File: config.mk
export PLATFORM = sky130hd
export DESIGN_NAME = urd_ctrl
export DESIGN_NICKNAME = d
export VERILOG_FILES = /design/src/rtl/urd_pkg.sv /design/src/rtl/urd_ctrl.sv
export SDC_FILE = /design/constraint.sdc
export NUM_CORES = 1
export LEC_CHECK = 0
export BUFFER_PORTS_ARGS = -buffer_cell sky130_fd_sc_hd__buf_4
export CORE_ASPECT_RATIO = 0.9
export CORE_MARGIN = 2
export CORE_UTILIZATION = 50
export DETAILED_ROUTE_END_ITERATION = 8
export HOLD_SLACK_MARGIN = 0.06
export PLACE_DENSITY = 0.66
export SYNTH_ARGS = -nofsm -noshare
export SYNTH_HDL_FRONTEND = slang
export SYNTH_SLANG_ARGS = --single-unit
File: constraint.sdc
create_clock -name sys_clk -period 2.7 [get_ports sys_clk]
set_clock_uncertainty 0.2 [all_clocks]
set_input_delay 0.405 -clock sys_clk [delete_from_list [all_inputs] [get_ports sys_clk]]
set_output_delay 0.405 -clock sys_clk [all_outputs]
set_load 0.05 [all_outputs]
File: src/rtl/urd_pkg.sv
package urd_pkg;

    // ----------------------------------------------------------------
    // clock and timing
    // ----------------------------------------------------------------
    localparam int unsigned CLK_HZ = 40000000;
    localparam int unsigned RST_PW_US = 100;
    localparam int unsigned READY_US = 500;
    localparam int unsigned CHIRP_MIN_US = 18;
    localparam int unsigned CHIRP_MAX_US = 128;
    // cycles per microsecond first, so no product overflows 32 bits
    localparam int unsigned CYC_PER_US = CLK_HZ / 1000000;
    localparam int unsigned RST_PW_CYC = RST_PW_US * CYC_PER_US;
    localparam int unsigned READY_CYC = READY_US * CYC_PER_US;
    localparam int unsigned CHIRP_MIN_CYC = CHIRP_MIN_US * CYC_PER_US;
    localparam int unsigned CHIRP_MAX_CYC = CHIRP_MAX_US * CYC_PER_US;
    localparam int unsigned CNT_W = 16;

    // ----------------------------------------------------------------
    // strap values
    // ----------------------------------------------------------------
    localparam logic [1:0] BOOST_DEFAULT = 2'h3;
    localparam logic [6:0] I2C_ADDR = 7'h2c;

    typedef enum logic [1:0] {
        URD_EQ_LOW,
        URD_EQ_MED,
        URD_EQ_HIGH
    } urd_eq_e;

    typedef enum {
        URD_ST_OFF,
        URD_ST_READY,
        URD_ST_RUN
    } urd_st_e;

    typedef enum {
        URD_HS_IDLE,
        URD_HS_FIXTURE,
        URD_HS_CHIRP_J,
        URD_HS_CHIRP_K,
        URD_HS_WAIT_SQ,
        URD_HS_ACTIVE
    } urd_hs_e;

    // three-level strap pin as seen by the pad: driven or floating
    typedef struct packed {
        logic level;
        logic floating;
    } urd_tri_s;

    // compensation settings handed to the analog path
    typedef struct packed {
        logic [1:0] edge_boost;
        logic [1:0] dc_boost;
        logic [1:0] eq_level;
        logic comp_en;
    } urd_comp_s;

    // line events reported by the analog detectors
    typedef struct packed {
        logic pullup_seen;
        logic disconnect;
        logic low_speed;
        logic bus_reset;
        logic chirp_j;
        logic chirp_k;
        logic squelch;
        logic test_fixture;
        logic test_packet;
    } urd_line_s;

endpackage : urd_pkg

File: src/rtl/urd_ctrl.sv
`timescale 1ns/1ps
// Behaviour
// boost strap latched once, floating means three; code has no floating detect on boost_strap
// pin mode ties boosts; serial mode separate
// charger always on; low dedicated, high downstream
// equaliser pin read as three levels
// equaliser pin then outputs high-speed flag
// fixture then test packet raises hs flag
// valid chirp pair then squelch raises flag
// unused shared pins carry nothing
// serial target answers at fixed address
// serial mode only when both lines high
// reset input low holds reset and shutdown
// controller holds reset until supply settles
// attach flag rises on data-line pull-up
// attach flag clears on disconnect
// low speed: no compensation, attach high
// reset valid after hundred microseconds low
// operational within five hundred microseconds
// straps latched at release, then outputs enabled
module urd_ctrl #(
    parameter int unsigned RST_PW_CYCLES = urd_pkg::RST_PW_CYC,
    parameter int unsigned READY_CYCLES = urd_pkg::READY_CYC
) (
    input wire logic sys_clk,
    input wire logic rst_n,
    input wire logic reset_shutdown_n,
    input wire logic [1:0] boost_strap,
    input wire urd_pkg::urd_tri_s rx_equaliser_strap,
    input wire logic scl_in,
    input wire logic sda_in,
    input wire logic charge_port_select,
    input wire urd_pkg::urd_line_s line,
    input wire logic [1:0] i2c_edge_boost,
    input wire logic [1:0] i2c_dc_boost,
    input wire logic i2c_boost_we,
    input wire logic [6:0] i2c_rx_addr,
    input wire logic i2c_addr_valid,
    output logic i2c_mode,
    output logic i2c_addr_match,
    output logic shutdown,
    output logic device_ready,
    output logic charger_en,
    output logic dedicated_charge_behaviour,
    output logic downstream_charge_behaviour,
    output urd_pkg::urd_comp_s comp,
    output logic hs_active_flag,
    output logic eq_pin_oe,
    output logic attach_flag,
    output logic scl_pin_oe
);

    // ----------------------------------------------------------------
    // reset pin qualification
    // ----------------------------------------------------------------
    logic [urd_pkg::CNT_W-1:0] low_cnt_reg;
    logic held_reg;
    logic latched_reg;
    urd_pkg::urd_st_e st_reg;
    logic [urd_pkg::CNT_W-1:0] rdy_cnt_reg;

    // low width filter
    always_ff @(posedge sys_clk or negedge rst_n) begin
        if (!rst_n) begin
            low_cnt_reg <= '0;
            held_reg <= 1'b1;
        end else if (reset_shutdown_n) begin
            low_cnt_reg <= '0;
            held_reg <= 1'b0;
        end else if (low_cnt_reg >= urd_pkg::CNT_W'(RST_PW_CYCLES - 1)) begin
            held_reg <= 1'b1;
        end else begin
            low_cnt_reg <= low_cnt_reg + 1'b1;
        end
    end

    // shutdown and startup
    always_ff @(posedge sys_clk or negedge rst_n) begin
        if (!rst_n) begin
            st_reg <= urd_pkg::URD_ST_OFF;
            rdy_cnt_reg <= '0;
            shutdown <= 1'b1;
            device_ready <= 1'b0;
        end else begin
            case (st_reg)
                urd_pkg::URD_ST_OFF: begin
                    shutdown <= 1'b1;
                    device_ready <= 1'b0;
                    rdy_cnt_reg <= '0;
                    if (!held_reg) begin
                        st_reg <= urd_pkg::URD_ST_READY;
                        shutdown <= 1'b0;
                    end
                end
                urd_pkg::URD_ST_READY: begin
                    // bounded start time
                    rdy_cnt_reg <= rdy_cnt_reg + 1'b1;
                    if (held_reg) begin
                        st_reg <= urd_pkg::URD_ST_OFF;
                        shutdown <= 1'b1;
                    end else if (rdy_cnt_reg >=
                                 urd_pkg::CNT_W'(READY_CYCLES - 2)) begin
                        st_reg <= urd_pkg::URD_ST_RUN;
                        device_ready <= 1'b1;
                    end
                end
                urd_pkg::URD_ST_RUN: begin
                    if (held_reg) begin
                        st_reg <= urd_pkg::URD_ST_OFF;
                        shutdown <= 1'b1;
                        device_ready <= 1'b0;
                    end
                end
                default: st_reg <= urd_pkg::URD_ST_OFF;
            endcase
        end
    end

    // ----------------------------------------------------------------
    // strap capture
    // ----------------------------------------------------------------
    logic [1:0] boost_lat_reg;
    logic [1:0] eq_lat_reg;

    // capture at release
    always_ff @(posedge sys_clk or negedge rst_n) begin
        if (!rst_n) begin
            latched_reg <= 1'b0;
            boost_lat_reg <= urd_pkg::BOOST_DEFAULT;
            eq_lat_reg <= 2'(urd_pkg::URD_EQ_MED);
            i2c_mode <= 1'b0;
        end else if (held_reg) begin
            latched_reg <= 1'b0;
        end else if (!latched_reg) begin
            latched_reg <= 1'b1;
            // captured once, boost_strap taken as read with no floating detect
            boost_lat_reg <= boost_strap;
            // both lines high
            i2c_mode <= scl_in & sda_in;
            // three-level equaliser read
            if (rx_equaliser_strap.floating) begin
                eq_lat_reg <= 2'(urd_pkg::URD_EQ_MED);
            end else if (rx_equaliser_strap.level) begin
                eq_lat_reg <= 2'(urd_pkg::URD_EQ_HIGH);
            end else begin
                eq_lat_reg <= 2'(urd_pkg::URD_EQ_LOW);
            end
        end
    end

    // ----------------------------------------------------------------
    // boost and compensation
    // ----------------------------------------------------------------
    logic [1:0] edge_reg;
    logic [1:0] dc_reg;
    logic ls_reg;

    // separate boosts over serial
    always_ff @(posedge sys_clk or negedge rst_n) begin
        if (!rst_n) begin
            edge_reg <= urd_pkg::BOOST_DEFAULT;
            dc_reg <= urd_pkg::BOOST_DEFAULT;
        end else if (!latched_reg) begin
            edge_reg <= boost_strap;
            dc_reg <= boost_strap;
        end else if (!i2c_mode) begin
            edge_reg <= boost_lat_reg;
            dc_reg <= boost_lat_reg;
        end else if (i2c_boost_we) begin
            edge_reg <= i2c_edge_boost;
            dc_reg <= i2c_dc_boost;
        end
    end

    // low speed tracking
    always_ff @(posedge sys_clk or negedge rst_n) begin
        if (!rst_n) begin
            ls_reg <= 1'b0;
        end else if (held_reg || line.disconnect) begin
            ls_reg <= 1'b0;
        end else if (line.low_speed) begin
            ls_reg <= 1'b1;
        end
    end

    always_ff @(posedge sys_clk or negedge rst_n) begin
        if (!rst_n) begin
            comp <= '0;
        end else begin
            comp.edge_boost <= edge_reg;
            comp.dc_boost <= dc_reg;
            comp.eq_level <= eq_lat_reg;
            // compensation off at low speed
            comp.comp_en <= device_ready & ~ls_reg & ~line.low_speed;
        end
    end

    // charger always enabled
    always_ff @(posedge sys_clk or negedge rst_n) begin
        if (!rst_n) begin
            charger_en <= 1'b0;
            dedicated_charge_behaviour <= 1'b0;
            downstream_charge_behaviour <= 1'b0;
        end else begin
            charger_en <= 1'b1;
            dedicated_charge_behaviour <= ~charge_port_select;
            downstream_charge_behaviour <= charge_port_select;
        end
    end

    // ----------------------------------------------------------------
    // attach flag
    // ----------------------------------------------------------------
    logic attach_reg;

    // rise on pull-up; clear on disconnect wins
    always_ff @(posedge sys_clk or negedge rst_n) begin
        if (!rst_n) begin
            attach_reg <= 1'b0;
        end else if (held_reg || line.disconnect) begin
            attach_reg <= 1'b0;
        end else if (line.pullup_seen || line.low_speed) begin
            attach_reg <= 1'b1;
        end
    end

    // ----------------------------------------------------------------
    // high-speed detection
    // ----------------------------------------------------------------
    urd_pkg::urd_hs_e hs_reg;
    logic [urd_pkg::CNT_W-1:0] chirp_cnt_reg;

    function automatic logic chirp_ok(input logic [urd_pkg::CNT_W-1:0] n);
        chirp_ok = (n >= urd_pkg::CNT_W'(urd_pkg::CHIRP_MIN_CYC)) &&
                   (n <= urd_pkg::CNT_W'(urd_pkg::CHIRP_MAX_CYC));
    endfunction : chirp_ok

    always_ff @(posedge sys_clk or negedge rst_n) begin
        if (!rst_n) begin
            hs_reg <= urd_pkg::URD_HS_IDLE;
            chirp_cnt_reg <= '0;
        end else if (held_reg || line.disconnect || ls_reg) begin
            hs_reg <= urd_pkg::URD_HS_IDLE;
            chirp_cnt_reg <= '0;
        end else begin
            case (hs_reg)
                urd_pkg::URD_HS_IDLE: begin
                    // the cycle that opens chirp j counts as its first
                    chirp_cnt_reg <= 16'h0001;
                    // fixture from unconnected
                    if (line.test_fixture && !attach_reg) begin
                        hs_reg <= urd_pkg::URD_HS_FIXTURE;
                    end else if (line.bus_reset && line.chirp_j) begin
                        hs_reg <= urd_pkg::URD_HS_CHIRP_J;
                    end
                end
                urd_pkg::URD_HS_FIXTURE: begin
                    if (line.test_packet) begin
                        hs_reg <= urd_pkg::URD_HS_ACTIVE;
                    end
                end
                // chirp widths in window
                urd_pkg::URD_HS_CHIRP_J: begin
                    if (line.chirp_j) begin
                        chirp_cnt_reg <= chirp_cnt_reg + 1'b1;
                    end else if (line.chirp_k && chirp_ok(chirp_cnt_reg)) begin
                        chirp_cnt_reg <= 16'h0001;
                        hs_reg <= urd_pkg::URD_HS_CHIRP_K;
                    end else begin
                        hs_reg <= urd_pkg::URD_HS_IDLE;
                    end
                end
                urd_pkg::URD_HS_CHIRP_K: begin
                    if (line.chirp_k) begin
                        chirp_cnt_reg <= chirp_cnt_reg + 1'b1;
                    end else if (chirp_ok(chirp_cnt_reg)) begin
                        hs_reg <= urd_pkg::URD_HS_WAIT_SQ;
                    end else begin
                        hs_reg <= urd_pkg::URD_HS_IDLE;
                    end
                end
                urd_pkg::URD_HS_WAIT_SQ: begin
                    if (line.squelch) begin
                        hs_reg <= urd_pkg::URD_HS_ACTIVE;
                    end
                end
                urd_pkg::URD_HS_ACTIVE: begin
                    if (line.bus_reset && line.chirp_j) begin
                        hs_reg <= urd_pkg::URD_HS_CHIRP_J;
                        chirp_cnt_reg <= 16'h0001;
                    end
                end
                default: hs_reg <= urd_pkg::URD_HS_IDLE;
            endcase
        end
    end

    // ----------------------------------------------------------------
    // shared pin outputs
    // ----------------------------------------------------------------
    always_ff @(posedge sys_clk or negedge rst_n) begin
        if (!rst_n) begin
            hs_active_flag <= 1'b0;
            eq_pin_oe <= 1'b0;
            attach_flag <= 1'b0;
            scl_pin_oe <= 1'b0;
        end else begin
            // flag after strap latch; silent in serial mode
            eq_pin_oe <= latched_reg & ~held_reg & ~i2c_mode;
            hs_active_flag <= latched_reg & ~held_reg & ~i2c_mode &
                              ~ls_reg & (hs_reg == urd_pkg::URD_HS_ACTIVE);
            // attach on clock pin in pin mode
            scl_pin_oe <= latched_reg & ~held_reg & ~i2c_mode;
            attach_flag <= latched_reg & ~held_reg & ~i2c_mode & attach_reg;
        end
    end

    // fixed target address
    always_ff @(posedge sys_clk or negedge rst_n) begin
        if (!rst_n) begin
            i2c_addr_match <= 1'b0;
        end else begin
            i2c_addr_match <= i2c_mode & i2c_addr_valid & ~held_reg &
                              (i2c_rx_addr == urd_pkg::I2C_ADDR);
        end
    end

endmodule : urd_ctrl

==> impl_metrics.tcl <==
set metrics [dict create \
    utilization_pct 60.5 \
    post_cts_buffers 0 \
    report.final.slew_viol_count 0 \
    synth_top_area_share_pct 51.2 \
    worstMarginPinSlew_ps 602 \
    die_area_sq_mm 0.0108 \
    min_path_type "primary input to register" \
    area_growth_pct 17.7 \
    synthesis.instances 452 \
    power.leakage_nw 2.66 \
    gp_congestion 0.882 \
    grt_usage_pct 19.5 \
    drtIter0Drc 213 \
    num_io_pins 50 \
    ctsHoldBuffers 5 \
    finalSetupTns_ps 0 \
    status "finished, final reports clean" \
    holdWs_ps 77.2 \
    ys_seq_elements 111 \
    synth_cell_types 60 \
    cp.arrival_ps 2500 \
    maxCapViolations 0 \
    power_w 0.00340 \
    drt_wl_total_um 9640 \
    critPathBufInv 3 \
    cp_max_fo 11 \
    cts_inserted_buffers 9 \
    nets 581 \
    crit_path_max_incr_delay_ps 540 \
    crit_path_top_delay_cell "dlygate4sd3_1" \
    setup_viol 0 \
    sw_frac_of_total_pct 28.3 \
    avgSynthCellArea_sq_um 11.0 \
    cp_cell_sequence "dlygate4sd3_1 > buf_4 > nor3_2 > nand4_1 > nor4_4 > buf_4 > a41oi_1 > a31oi_1" \
    clk_latency_ps 370 \
    yosysMostFrequentCell "dfrtp_1" \
    clk_pin_slew_worst_paths_ps 100 \
    power_density_mw_per_mm2 579 \
    die_y_um 98.7 \
    antenna_found_initial 0 \
    antennaDiodeCount 0 \
    combPwrFrac_pct 14.9 \
    start_util_pct 51.4 \
    grt_max_degree 55 \
    crit_family "buffers and inverters" \
    syn-cell-area_sq_mm 0.00498 \
    cts_tree "built" \
    ys_warn_count 0 \
    grt_pass1_wl_um 16800 \
    vias 3648 \
    startpoint_type "primary input" \
    via_per_inst 5.44 \
    drive_gt1_share_pct 19.6 \
    seqPwrFrac_pct 55.2 \
    path_common_cell "buf_4" \
    max-slew-margin-rel_pct 59.5 \
    synth-main-ff-cell "dfrtp_1" \
    p_int_w 0.00244 \
    ys_seq_area_share_pct 55.9 \
    dpl.hpwl_um 6880 \
    ys_async_sr_fraction_pct 100 \
    vdd_ir_drop_max_uv 403 \
    grt_remaining_overflow 0 \
    detail_route.wl_per_cell_um 14.4 \
    post-route-period-util_pct 89.6 \
    crit_type "primary input to register" \
    synth_top_cell_by_area "dfrtp_1" \
    largest_reg_flops 32 \
    firstDrtPassIters 4 \
    ant_nets 0 \
    cts.sinks 111 \
    period_minus_slack_ps 2420 \
    finalHoldViolations 0 \
    synth_edf_count 0 \
    die_width_um 109 \
    core-area_sq_mm 0.00970 \
    rows 34 \
    clkPwrFrac_pct 29.9 \
    worstPathRequired_ps 2780 \
    worstSetupEndpointType "register" \
    p_sw_w 0.000963 \
    synth_common_cells "dfrtp_1 (102), nand2_1 (33), nor2_1 (33), a31oi_1 (29), nand3_1 (25)" \
    netlist_top_cells_area "dfrtp_1 (51%), dfstp_2 (4.7%), a31oi_1 (3.6%)" \
    rsz0062_at_grt "false" \
    cts_resized 0 \
    grt_pass1_vias 3546 \
    clockBufferDepth 2 \
    numPortBuffers 49 \
    ctsRootBufferMaster "clkbuf_8" \
    drc 0 \
    max_freq_mhz 413 \
    htree_levels 3 \
]
-- logic make-up after synthesis --
group	Yosys count	synth area share [%]
other cells	2	0.151
compound gates	86	11.6
flops	111	55.9
fa+ha+maj	9	2.26
mux	16	3.34
buf+inv	26	2.49
simple gates	189	22.0
xor+xnor	13	2.28
-- area by class of cell --
class / instances / area (sq um)
Inverter: 13 / 48.8
Multi-Input combinational cell: 343 / 2180
Clock buffer: 11 / 151
Sequential cell: 111 / 2790
Clock inverter: 5 / 53.8
Fill cell: 808 / 3830
Tap cell: 126 / 158
Timing Repair Buffer: 62 / 490
-- path summary, 6_finish.rpt --
kind / cells after the start / start / slack, ps / end
worst max-delay path: 8 / line[7] / 280 / chirp_cnt_reg[15]$_DFFE_PN0P_
worst min-delay path: 3 / i2c_edge_boost[0] / 80 / edge_reg[0]$_DFFE_PN1P_
worst max register to register: 5 / hs_reg[12]$_DFFE_PN0P_ / 290 / chirp_cnt_reg[9]$_DFFE_PN0P_
worst min register to register: 0 / eq_lat_reg[1]$_DFFE_PN0P_ / 180 / comp[2]$_DFF_PN0_
max in group asynchronous: 3 / rst_n / 1230 / boost_lat_reg[0]$_DFFE_PN1P_
min in group asynchronous: 2 / rst_n / 350 / rdy_cnt_reg[10]$_DFFE_PN0P_
-- metrics by stage --
step | std cells | setup WS (ps) | cell area, sq um
CTS | 671 | 252 | 5870
global route | 671 | 87.0 | 5870
floorplan | 480 | 542 | 5090
global placement | 650 | 310 | 5610
finish | 671 | 282 | 5870
detailed placement | 650 | 258 | 5610
-- tightest hold or removal path: stages --
cell,delay [ps]
buf_4,110
nand3_1,70
a21oi_1,60
-- metal layers --
metal | vias up | global-route usage, % | wire (um)
met1 | 1754 | 28.2 | 4690
met5 | - | 0 | 0
met3 | 14 | 4.03 | 344
li1 | 1799 | - | -
met4 | 0 | 5.94 | 159
met2 | 81 | 29.9 | 4450
-- layout by cell type, fill, tap and decap left out, types with 4 or more instances in the layout --
master,count
a21oi_1,11
buf_4,56
dlygate4sd3_1,5
mux2i_1,11
xor2_1,9
nor3_1,9
nor4_2,4
nand3_1,25
nor4_1,8
and2_1,9
nand2_1,33
conb_1,30
nand4_1,13
dfstp_2,9
clkbuf_8,11
nor2_1,33
inv_1,13
o21ai_0,21
dfrtp_1,102
ha_1,9
mux2_2,5
and3_1,12
a31oi_1,29
and4_1,5
xnor2_1,4
nor2b_1,6
nand2b_1,5
-- power groups by stage --
| stage | Sequential, W | Clock [W] | Combinational [W] |
|---|---|---|---|
| after CTS | 0.00187 | 0.00105 | 0.000511 |
| final | 0.00188 | 0.00102 | 0.000505 |
| after global placement | 0.00191 | 0 | 0.000494 |
| after detailed placement | 0.00191 | 0 | 0.000504 |
| after floorplan | 0.00198 | 0 | 0.000237 |
| after global routing | 0.00189 | 0.00110 | 0.000570 |
No activity file was read; power rests on OpenSTA's default activity.
